--- src/verilog/burst_params.svh ---
`ifndef BURST_PARAMS_SVH
`define BURST_PARAMS_SVH
`define BP_LINE_COUNT     8
`define BP_SEL_W          3
`define COUNT_W           16
`define COUNT_MIN         16'h0001
`define COUNT_MAX         16'hc350
`define RATE_W            32
`define CLK_HZ            50000000
`define RATE_DEFAULT_HZ   100
`define SYNC_STAGES       3
`endif

--- src/verilog/burst_pkg.sv ---
package burst_pkg;
    typedef enum logic [2:0] {
        TRIG_TIMER,
        TRIG_FRONT,
        TRIG_BUS,
        TRIG_BACKPLANE,
        TRIG_INSTANT
    } trig_src_t;

    typedef enum logic [2:0] {
        MOD_NONE,
        MOD_AM,
        MOD_FM,
        MOD_FSK,
        MOD_BURST
    } mod_t;

    typedef enum logic {
        MODE_COUNTED,
        MODE_GATED
    } burst_mode_t;
endpackage : burst_pkg

--- src/verilog/pin_sync_if.sv ---
`timescale 1ns/1ns
`default_nettype none
interface pin_sync_if #(parameter int W = 9);
    logic [W-1:0] raw;
    logic [W-1:0] clean;
    modport filt (input raw, output clean);
    modport user (output raw, input clean);
endinterface : pin_sync_if
`default_nettype wire

--- src/verilog/pin_sync.sv ---
`timescale 1ns/1ns
`default_nettype none
module pin_sync #(
    parameter int W = 9
) (
    input  wire logic  i_core_clk,
    input  wire logic  i_rst,
    pin_sync_if.filt   pins
);
    logic [W-1:0] s1_q, s2_q, s3_q, out_q;
    logic [W-1:0] out_d;

    // a change counts only once the second and third stages agree
    always_comb begin
        out_d = out_q;
        for (int i = 0; i < W; i++) begin
            if (s2_q[i] == s3_q[i]) begin
                out_d[i] = s3_q[i];
            end
        end
    end

    always_ff @(posedge i_core_clk) begin
        if (i_rst) begin
            s1_q  <= '0;
            s2_q  <= '0;
            s3_q  <= '0;
            out_q <= '0;
        end else begin
            s1_q  <= pins.raw;
            s2_q  <= s1_q;
            s3_q  <= s2_q;
            out_q <= out_d;
        end
    end

    assign pins.clean = out_q;
endmodule : pin_sync
`default_nettype wire

--- src/verilog/waveform_burst_controller.sv ---
`timescale 1ns/1ns
`default_nettype none
`include "burst_params.svh"
module waveform_burst_controller #(
    parameter int unsigned DEFAULT_PERIOD = `CLK_HZ / `RATE_DEFAULT_HZ
) (
    input  wire logic                         i_core_clk,
    input  wire logic                         i_rst,
    input  wire logic                         i_burst_enable_cmd,
    input  wire logic                         i_mod_request_valid,
    input  wire burst_pkg::mod_t              i_mod_request,
    input  wire burst_pkg::burst_mode_t       i_burst_mode_select,
    input  wire burst_pkg::trig_src_t         i_trigger_origin_select,
    input  wire logic [`BP_SEL_W-1:0]         i_backplane_line_sel,
    input  wire logic [`COUNT_W-1:0]          i_burst_cycle_count,
    input  wire logic                         i_burst_count_infinite,
    input  wire logic [`RATE_W-1:0]           i_burst_repeat_period,
    input  wire logic                         i_bus_trigger,
    input  wire logic                         i_wave_cycle_end,
    input  wire logic                         i_front_trigger_gate_input,
    input  wire logic [`BP_LINE_COUNT-1:0]    i_backplane_trigger_line,
    output logic                              o_wave_enable,
    output logic                              o_hold_offset,
    output logic                              o_sync,
    output logic                              o_burst_active,
    output burst_pkg::mod_t                   o_active_modulation,
    output burst_pkg::trig_src_t              o_effective_trigger
);
    import burst_pkg::*;

    // ----------------------------------------
    // pin synchronisers
    // ----------------------------------------
    pin_sync_if #(.W(`BP_LINE_COUNT + 1)) pins ();
    assign pins.raw = {i_backplane_trigger_line, i_front_trigger_gate_input};

    pin_sync #(.W(`BP_LINE_COUNT + 1)) u_sync (
        .i_core_clk (i_core_clk),
        .i_rst      (i_rst),
        .pins       (pins)
    );

    logic                     front_lvl;
    logic [`BP_LINE_COUNT-1:0] bp_lvl;
    assign front_lvl = pins.clean[0];
    assign bp_lvl    = pins.clean[`BP_LINE_COUNT:1];

    // ----------------------------------------
    // modulation ownership
    // ----------------------------------------
    mod_t active_q, active_d;
    logic en_prev_q, en_prev_d;
    logic burst_on;

    always_comb begin
        active_d  = active_q;
        en_prev_d = i_burst_enable_cmd;
        if (i_burst_enable_cmd && !en_prev_q) begin
            active_d = MOD_BURST;
        end else if (!i_burst_enable_cmd && en_prev_q && active_q == MOD_BURST) begin
            active_d = MOD_NONE;
        end else if (i_mod_request_valid) begin
            active_d = i_mod_request;
        end
    end

    always_ff @(posedge i_core_clk) begin
        if (i_rst) begin
            active_q  <= MOD_NONE;
            en_prev_q <= 1'b0;
        end else begin
            active_q  <= active_d;
            en_prev_q <= en_prev_d;
        end
    end

    assign burst_on            = (active_q == MOD_BURST);
    assign o_active_modulation = active_q;

    // ----------------------------------------
    // trigger source resolution
    // ----------------------------------------
    trig_src_t eff_src;
    logic      gated;
    logic      sel_lvl;

    assign gated = (i_burst_mode_select == MODE_GATED);

    always_comb begin
        eff_src = i_trigger_origin_select;
        if (gated) begin
            if (i_trigger_origin_select != TRIG_BACKPLANE) begin
                eff_src = TRIG_FRONT;
            end
        end else if (i_trigger_origin_select == TRIG_INSTANT) begin
            eff_src = TRIG_FRONT;
        end
    end

    assign o_effective_trigger = eff_src;
    // any of the eight lines, chosen by index
    assign sel_lvl = (eff_src == TRIG_BACKPLANE) ? bp_lvl[i_backplane_line_sel] : front_lvl;

    // ----------------------------------------
    // internal trigger timer
    // ----------------------------------------
    logic [`RATE_W-1:0] period;
    logic [`RATE_W-1:0] tmr_q, tmr_d;
    logic               tmr_fire;
    logic               tmr_run;

    // zero period falls back to the power-on rate
    assign period   = (i_burst_repeat_period == '0) ? `RATE_W'(DEFAULT_PERIOD) : i_burst_repeat_period;
    assign tmr_run  = burst_on && !gated && (eff_src == TRIG_TIMER);
    assign tmr_fire = tmr_run && (tmr_q >= period - `RATE_W'(1));

    always_comb begin
        tmr_d = tmr_q + `RATE_W'(1);
        if (!tmr_run || tmr_fire) begin
            tmr_d = '0;
        end
    end

    always_ff @(posedge i_core_clk) begin
        if (i_rst) begin
            tmr_q <= '0;
        end else begin
            tmr_q <= tmr_d;
        end
    end

    // ----------------------------------------
    // counted burst engine
    // ----------------------------------------
    logic [`COUNT_W-1:0] target;
    logic [`COUNT_W-1:0] cnt_q, cnt_d;
    logic                run_q, run_d;
    logic                lvl_prev_q, lvl_prev_d;
    logic                trig;

    // out-of-range counts clamp into 1..50000
    always_comb begin
        target = i_burst_cycle_count;
        if (target < `COUNT_MIN) begin
            target = `COUNT_MIN;
        end else if (target > `COUNT_MAX) begin
            target = `COUNT_MAX;
        end
    end

    always_comb begin
        trig = 1'b0;
        case (eff_src)
            TRIG_TIMER:     trig = tmr_fire;
            TRIG_BUS:       trig = i_bus_trigger;
            TRIG_FRONT,
            TRIG_BACKPLANE: trig = sel_lvl && !lvl_prev_q;
            default:        trig = 1'b0;
        endcase
    end

    always_comb begin
        cnt_d      = cnt_q;
        run_d      = run_q;
        lvl_prev_d = sel_lvl;
        if (!burst_on || gated) begin
            run_d = 1'b0;
            cnt_d = '0;
        end else if (!run_q) begin
            if (trig) begin
                run_d = 1'b1;
                cnt_d = '0;
            end
        end else if (i_wave_cycle_end) begin
            // triggers during a burst are dropped, not queued
            if (!i_burst_count_infinite && (cnt_q + `COUNT_W'(1) >= target)) begin
                run_d = 1'b0;
                cnt_d = '0;
            end else begin
                cnt_d = cnt_q + `COUNT_W'(1);
            end
        end
    end

    always_ff @(posedge i_core_clk) begin
        if (i_rst) begin
            cnt_q      <= '0;
            run_q      <= 1'b0;
            lvl_prev_q <= 1'b0;
        end else begin
            cnt_q      <= cnt_d;
            run_q      <= run_d;
            lvl_prev_q <= lvl_prev_d;
        end
    end

    // ----------------------------------------
    // output gating
    // ----------------------------------------
    logic wave_d, wave_q, sync_d, sync_q;

    always_comb begin
        if (!burst_on) begin
            wave_d = 1'b1;
            sync_d = 1'b1;
        end else if (gated) begin
            wave_d = sel_lvl;
            sync_d = 1'b1;
        end else begin
            wave_d = run_d;
            sync_d = !run_d;
        end
    end

    always_ff @(posedge i_core_clk) begin
        if (i_rst) begin
            wave_q <= 1'b1;
            sync_q <= 1'b1;
        end else begin
            wave_q <= wave_d;
            sync_q <= sync_d;
        end
    end

    assign o_wave_enable  = wave_q;
    assign o_hold_offset  = !wave_q;
    assign o_sync         = sync_q;
    assign o_burst_active = burst_on && wave_q;
endmodule : waveform_burst_controller
`default_nettype wire

--- config.mk ---
export PLATFORM = sky130hd
export DESIGN_NAME = waveform_burst_controller
export DESIGN_NICKNAME = d
export VERILOG_FILES = /design/src/verilog/burst_pkg.sv /design/src/verilog/pin_sync_if.sv /design/src/verilog/pin_sync.sv /design/src/verilog/waveform_burst_controller.sv
export VERILOG_INCLUDE_DIRS = /design/src /design/src/verilog
export SDC_FILE = /design/constraint.sdc
export NUM_CORES = 1
export LEC_CHECK = 0
export BUFFER_PORTS_ARGS = -buffer_cell sky130_fd_sc_hd__buf_2
export CORE_UTILIZATION = 55
export CTS_CLUSTER_DIAMETER = 150
export DETAILED_ROUTE_END_ITERATION = 10
export PLACE_DENSITY = 0.77
export SETUP_SLACK_MARGIN = 0.02
export SYNTH_ARGS = -nofsm -noshare
export SYNTH_HDL_FRONTEND = slang
export SYNTH_SLANG_ARGS = --single-unit
--- constraint.sdc ---
create_clock -name i_core_clk -period 5.12 [get_ports i_core_clk]
set_input_delay 0.512 -clock i_core_clk [delete_from_list [all_inputs] [get_ports i_core_clk]]
set_output_delay 0.512 -clock i_core_clk [all_outputs]
set_load 0.005 [all_outputs]
; ---- After elaboration in Yosys (flattened, before gate mapping)
; Index checks and enable logic that the tools add are counted.
[word_totals]
input_bits = 74
wordCells = 100
latch_bits = 0
n_memories = 0
ram_bits = 0
reg_bits = 92
romBits = 0
[op_classes]
mux = 23
eq_ne = 16
addsub = 3
reduce_logical = 31
multipliers = 0
n_lt_le_gt_ge = 5
div_mod_pow = 0
n_shift = 0
n_bitwise = 1
[ops]
columns = operator, count
row1 = $mux 16, 6
row2 = $add 32x1->32 const B, 1
row3 = $ge 32x32->1, 1
row4 = $logic_not 32->1, 1
row5 = $mux 32, 1
row6 = $sub 32x1->32 const B, 1
row7 = $mux 3, 6
row8 = $add 16x1->16 const B, 1
row9 = $ge 16x16->1, 1
row10 = $gt 16x16->1 const B, 1
row11 = $lt 16x1->1 const B, 1
row12 = $eq 1x1->1, 9
row13 = $logic_and 1x1->1, 9
row14 = $logic_not 1->1, 9
row15 = $mux 1, 8
row16 = $reduce_or 2->1, 4
row17 = $eq 3x2->1 const B, 2
row18 = $eq 3x3->1 const B, 2
row19 = $reduce_or 3->1, 2
row20 = $lt 3x4->1 const B, 1
row21 = $bmux 1 s3, 1
row22 = $eq 3x1->1 const B, 1
row23 = $logic_not 3->1, 1
row24 = $ne 3x2->1 const B, 1
row25 = 7 further kinds, 8

; ---- Depth between registers and ports, before layout
[logic_depth]
word_depth = 11
depth_mapped = 17

; ---- Modules after synthesis
; A second synthesis with hierarchy kept.
[unflattened]
cells_unflattened = 664
area_unflattened_um2 = 5684.2
[by_module_without_submodules]
columns = mod, area_per_inst_um2, n_inst, cells_each
row1 = waveform_burst_controller, 4621.9, 1, 571
row2 = pin_sync, 1062.3, 1, 93

; ---- Least setup slack after synthesis
; No wires, ideal clock.
[synth_path]
path_type = input to register
startpoint = in i_burst_repeat_period[15]
endpoint = reg cnt_q[10]
arrival_ns = 3.871
slack_ns = 1.180
cell_stages = 17
required_ns = 5.051
setup_ns = 0.069
path_cell_list = nor4_2 > nand4b_1 > nor4_2 > or3_1 > or2_1 > buf_2 > nor2_1 > xnor2_1 > ha_1 > a21oi_1 > nand2_1 > a221oi_1 > a21oi_1 > o32a_4 > buf_6 > a2bb2oi_1 > o21ai_1
[synth_between]
elab_chain_len = 8
[synth_lines]
columns = element, line_no
row1 = from (decl), waveform_burst_controller.sv:17  ; input wire logic [`RATE_W-1:0] i_burst_repeat_period,
row2 = $logic_not 32->1, waveform_burst_controller.sv:113  ; assign period = (i_burst_repeat_period == '0) ? `RATE_W'(DEFAULT_PERIOD) : i_burst_repeat_period;
row3 = $mux 32 *, waveform_burst_controller.sv:113
row4 = $sub 32x1->32 *, waveform_burst_controller.sv:115  ; assign tmr_fire = tmr_run && (tmr_q >= period - `RATE_W'(1));
row5 = $ge 32x32->1 *, waveform_burst_controller.sv:115
row6 = $logic_and 1x1->1 *, waveform_burst_controller.sv:115
row7 = $pmux 1 s3 *, waveform_burst_controller.sv:153  ; case (eff_src)
row8 = $reduce_bool 2->1 (no source line) *, -
row9 = $reduce_and 2->1 (no source line) *, -
row10 = to (signal assigned), waveform_burst_controller.sv:191  ; cnt_q <= cnt_d;
row11 = to (decl), waveform_burst_controller.sv:136  ; logic [`COUNT_W-1:0] cnt_q, cnt_d;
; Every way passes the cells marked *; elsewhere a longest branch is shown, timed or not.
; A chain may end at the register's enable or synchronous reset.

; ---- Worst setup path after layout
[layout_path]
startpoint = in i_burst_repeat_period[15]
endpoint = reg cnt_q[6]
; Same word-level chain as after synthesis.

==> impl_results.rst <==
.. list-table::
   :header-rows: 1

   * - Metric
     - Value
   * - Outcome
     - finished, final reports clean
   * - Setup repair after global routing missed its margin
     - false
   * - Post-route setup slack
     - 0.990 ns
   * - Kind of capture point of the worst setup path
     - flop
   * - Hold/Removal Path Class
     - input port to flop
   * - Maximum clock insertion buffer count
     - 2
   * - Number of instances resized during post-cts repair
     - 0
   * - Post-CTS clock slew at the launch and capture registers of the worst setup and hold paths
     - 0.11 ns
   * - Number of optimization iterations in the first detailed-route pass
     - 6
   * - Number of diodes added for antenna fixing
     - 0
   * - Final std cells w/o fill
     - 896
   * - Number of port buffers
     - 83
   * - Die Ht
     - 103 um
   * - Slew headroom
     - 29.6%
   * - Sequential area share after synthesis
     - 33.0%
   * - Synth Warn #
     - 0
   * - Cell taking the most area after synthesis
     - dfxtp_1
   * - Endpoint required time on the critical path
     - 5.38 ns
   * - Vias post-DR
     - 5027
   * - Post-layout min period
     - 4.13 ns
   * - Leading post-synthesis cells by cell area
     - dfxtp_1 (33%), ha_1 (11%), xnor2_1 (6.1%)
   * - Gpl congestion
     - 0.885
   * - Area overhead of the layout relative to synthesis
     - 13.4%
   * - Count of final hold-check violations
     - 0
   * - Initial antenna violation count
     - 0
   * - Total track usage
     - 24.5%
   * - Site row count
     - 36
   * - Count of distinct cell types in the synthesized netlist
     - 61
   * - Tcrit/Tclk final
     - 80.7%
   * - Wire length of the first global-routing pass
     - 20300 um
   * - Layout cells sized above 1
     - 14.9%
   * - Async set or reset register ratio after synthesis
     - 0%
   * - Sink count of the clock tree
     - 92
   * - Primary FF master, synth
     - dfxtp_1
   * - PD cells
     - 213 nW/um^2
   * - Number of global-route vias before repair
     - 4585
   * - Final Setup Violations
     - 0
   * - Buffer type at the clock tree root
     - clkbuf_8
   * - Clk Latency, worst-skew pair
     - 0.36 ns
   * - Mapped Avg Cell Area
     - 8.25 um^2
   * - Aggregate routed wire length
     - 12600 um
   * - Number of flops mapped to enable cells by yosys
     - 0
   * - Number of cells in the design after placement
     - 880
   * - Count of max-cap constraint violations
     - 0
   * - Post-synthesis cell area
     - 5590 um^2
   * - Nets
     - 883
   * - Number of buffers created by CTS
     - 9
   * - Post-synth top area share
     - 33.0%
   * - Wirelength per Cell
     - 14.1 um
   * - Effective utilization at floorplan
     - 56.9%
   * - Classification of the worst setup path
     - input port to flop
   * - Synthesized netlist net count
     - 802
   * - Die Outline Area
     - 10600 um^2
   * - DRT iter0 DRCs
     - 179
   * - Pre-CTS setup slack
     - 0.706 ns
   * - Largest net degree at the start of global routing
     - 45
   * - Max-slew violation total from the final report
     - 0
   * - Global-route congestion overflow total
     - 0
   * - H-Tree Depth
     - 3
   * - Final antenna-violating net count
     - 0
   * - Post-route cell area
     - 6330 um^2
   * - TritonCTS clock tree
     - done
   * - Horizontal die dimension
     - 103 um
   * - Crit path launch type
     - input port
   * - Number of inserted filler cells in the final layout
     - 878
   * - Cell Area, Placed
     - 6130 um^2
   * - Final setup TNS
     - 0 ns
   * - Top-level I/O count
     - 84
   * - Setup bufs post-CTS
     - 0
   * - Placed wire-length estimate
     - 10000 um
   * - Arrival time at the worst endpoint
     - 4.39 ns
   * - Via-to-Cell Ratio
     - 5.61
   * - Flop and latch count out of synthesis
     - 92
   * - Overall power after layout
     - 1.35 mW
   * - Worst Max-Slew Pin Slew
     - 1.04 ns
   * - Hold buffers post-CTS
     - 0
   * - Static power due to leakage
     - 2.59 nW
   * - Synthesized instance count
     - 677
   * - Core region area
     - 9820 um^2
   * - Worst supply voltage drop on vdd
     - 280 uV
   * - Final routed DRC violation total
     - 0
   * - Worst clock skew on the final layout
     - 0.0202 ns
   * - Largest fanout on the critical path
     - 22
   * - Maximum frequency from static timing analysis
     - 242 MHz
through the flow:
step,hold WS (ns),utilization (%)
5_1_grt,0.340,64.5
6_report,0.353,64.5
3_5_place_dp,0.425,62.4
4_1_cts,0.335,64.5
2_1_floorplan,0.414,-
3_3_place_gp,0.416,62.4
routing by layer:
layer  up-vias  global-route usage [%]  share of wire, %
li1       2538                       -                 -
met1      2349                    30.6                45
met5         -                       0                 0
met4         0                    8.13               1.9
met2       118                    43.0                50
met3        22                    4.00               3.5
synthesized netlist by cell type, types with 6 or more instances:
master	instances
nor2b_1	36
and3_1	12
nor3_1	21
xnor2_1	39
nand4_1	10
nand3_1	39
o211ai_1	6
o21ai_0	30
xor2_1	33
nand2_1	79
nor4_1	11
nor2_1	78
inv_1	23
clkbuf_1	14
ha_1	51
a21oi_1	26
dfxtp_1	92
critical path, cell delays in order:
cell	delay (ns)
buf_2	0.13
nor4_2	0.40
nand4b_1	0.32
nor4_2	0.29
buf_4	0.18
or3_1	0.20
or2_1	0.26
nor2_1	0.09
xnor2_1	0.14
ha_1	0.33
nand4_1	0.18
nor4_1	0.43
nand2_1	0.09
a31oi_1	0.23
o32a_4	0.33
a2bb2oi_1	0.18
o21ai_0	0.09
power by group:
group	switching (mW)	total, mW	leakage [nW]	internal, mW
logic	0.0754	0.138	1.74	0.0629
registers	0.00459	0.731	0.747	0.726
clock network	0.290	0.482	0.0979	0.192
path summary, 6_finish.rpt:
kind                                    start             end  slack, ns  cells past startpoint
setup / recovery    i_burst_repeat_period[15]        cnt_q[6]       0.99                     17
hold / removal    i_backplane_trigger_line[6]  u_sync.s1_q[7]       0.35                      2
setup reg to reg                     cnt_q[2]        cnt_q[0]       1.05                     13
hold reg to reg                u_sync.s1_q[8]  u_sync.s2_q[8]       0.44                      1
flip-flops by register name (all words and copies together) (netlist names):
name                 count
o_active_modulation      3
en_prev_q                1
cnt_q                   16
lvl_prev_q               1
u_sync.s1_q              9
run_q                    1
tmr_q                   32
u_sync.pins.clean        9
u_sync.s2_q              9
o_wave_enable            1
o_sync                   1
u_sync.s3_q              9
kinds of logic (layout without fill, tap and decap cells):
logic type | Yosys count | in the layout | synth area share, %
DFF | 92 | 92 | 33.0
xor gates and xnor gates | 72 | 72 | 11.3
muxes | 7 | 7 | 2.08
AOI/OAI and AO/OA | 99 | 99 | 11.7
and+or+nand+nor | 314 | 314 | 27.5
adders and majority gates | 51 | 51 | 11.4
buffers and inverters | 42 | 128 | 3.00
final cells by class:
type,count,area [um^2],share of cell area (%)
timing repair buffer,89,460,7.27
tap,133,166,2.63
inverter,23,86.3,1.36
clock inverter,7,77.6,1.22
multi-input combinational,543,3580,56.5
sequential,92,1840,29.1
clock buffer,9,124,1.96
layout by cell type, fill, tap and decap left out, types with 3 or more instances in the layout:
master	n
nand3_1	39
nor4_1	11
o21ai_0	30
a41oi_1	3
mux2i_1	3
xnor2_1	39
a211oi_1	3
dfxtp_1	92
nand2_1	79
clkbuf_8	9
o31ai_1	3
nor3_1	21
a21o_1	3
nor2_1	78
nor2b_1	36
ha_1	51
a21oi_1	26
buf_4	6
inv_1	23
xor2_1	33
nand3b_1	5
buf_2	83
a31oi_1	4
or3_1	5
o211ai_1	6
and3_1	12
a2bb2oi_1	3
nand4_1	10
Power figures use the tool's default switching activity.
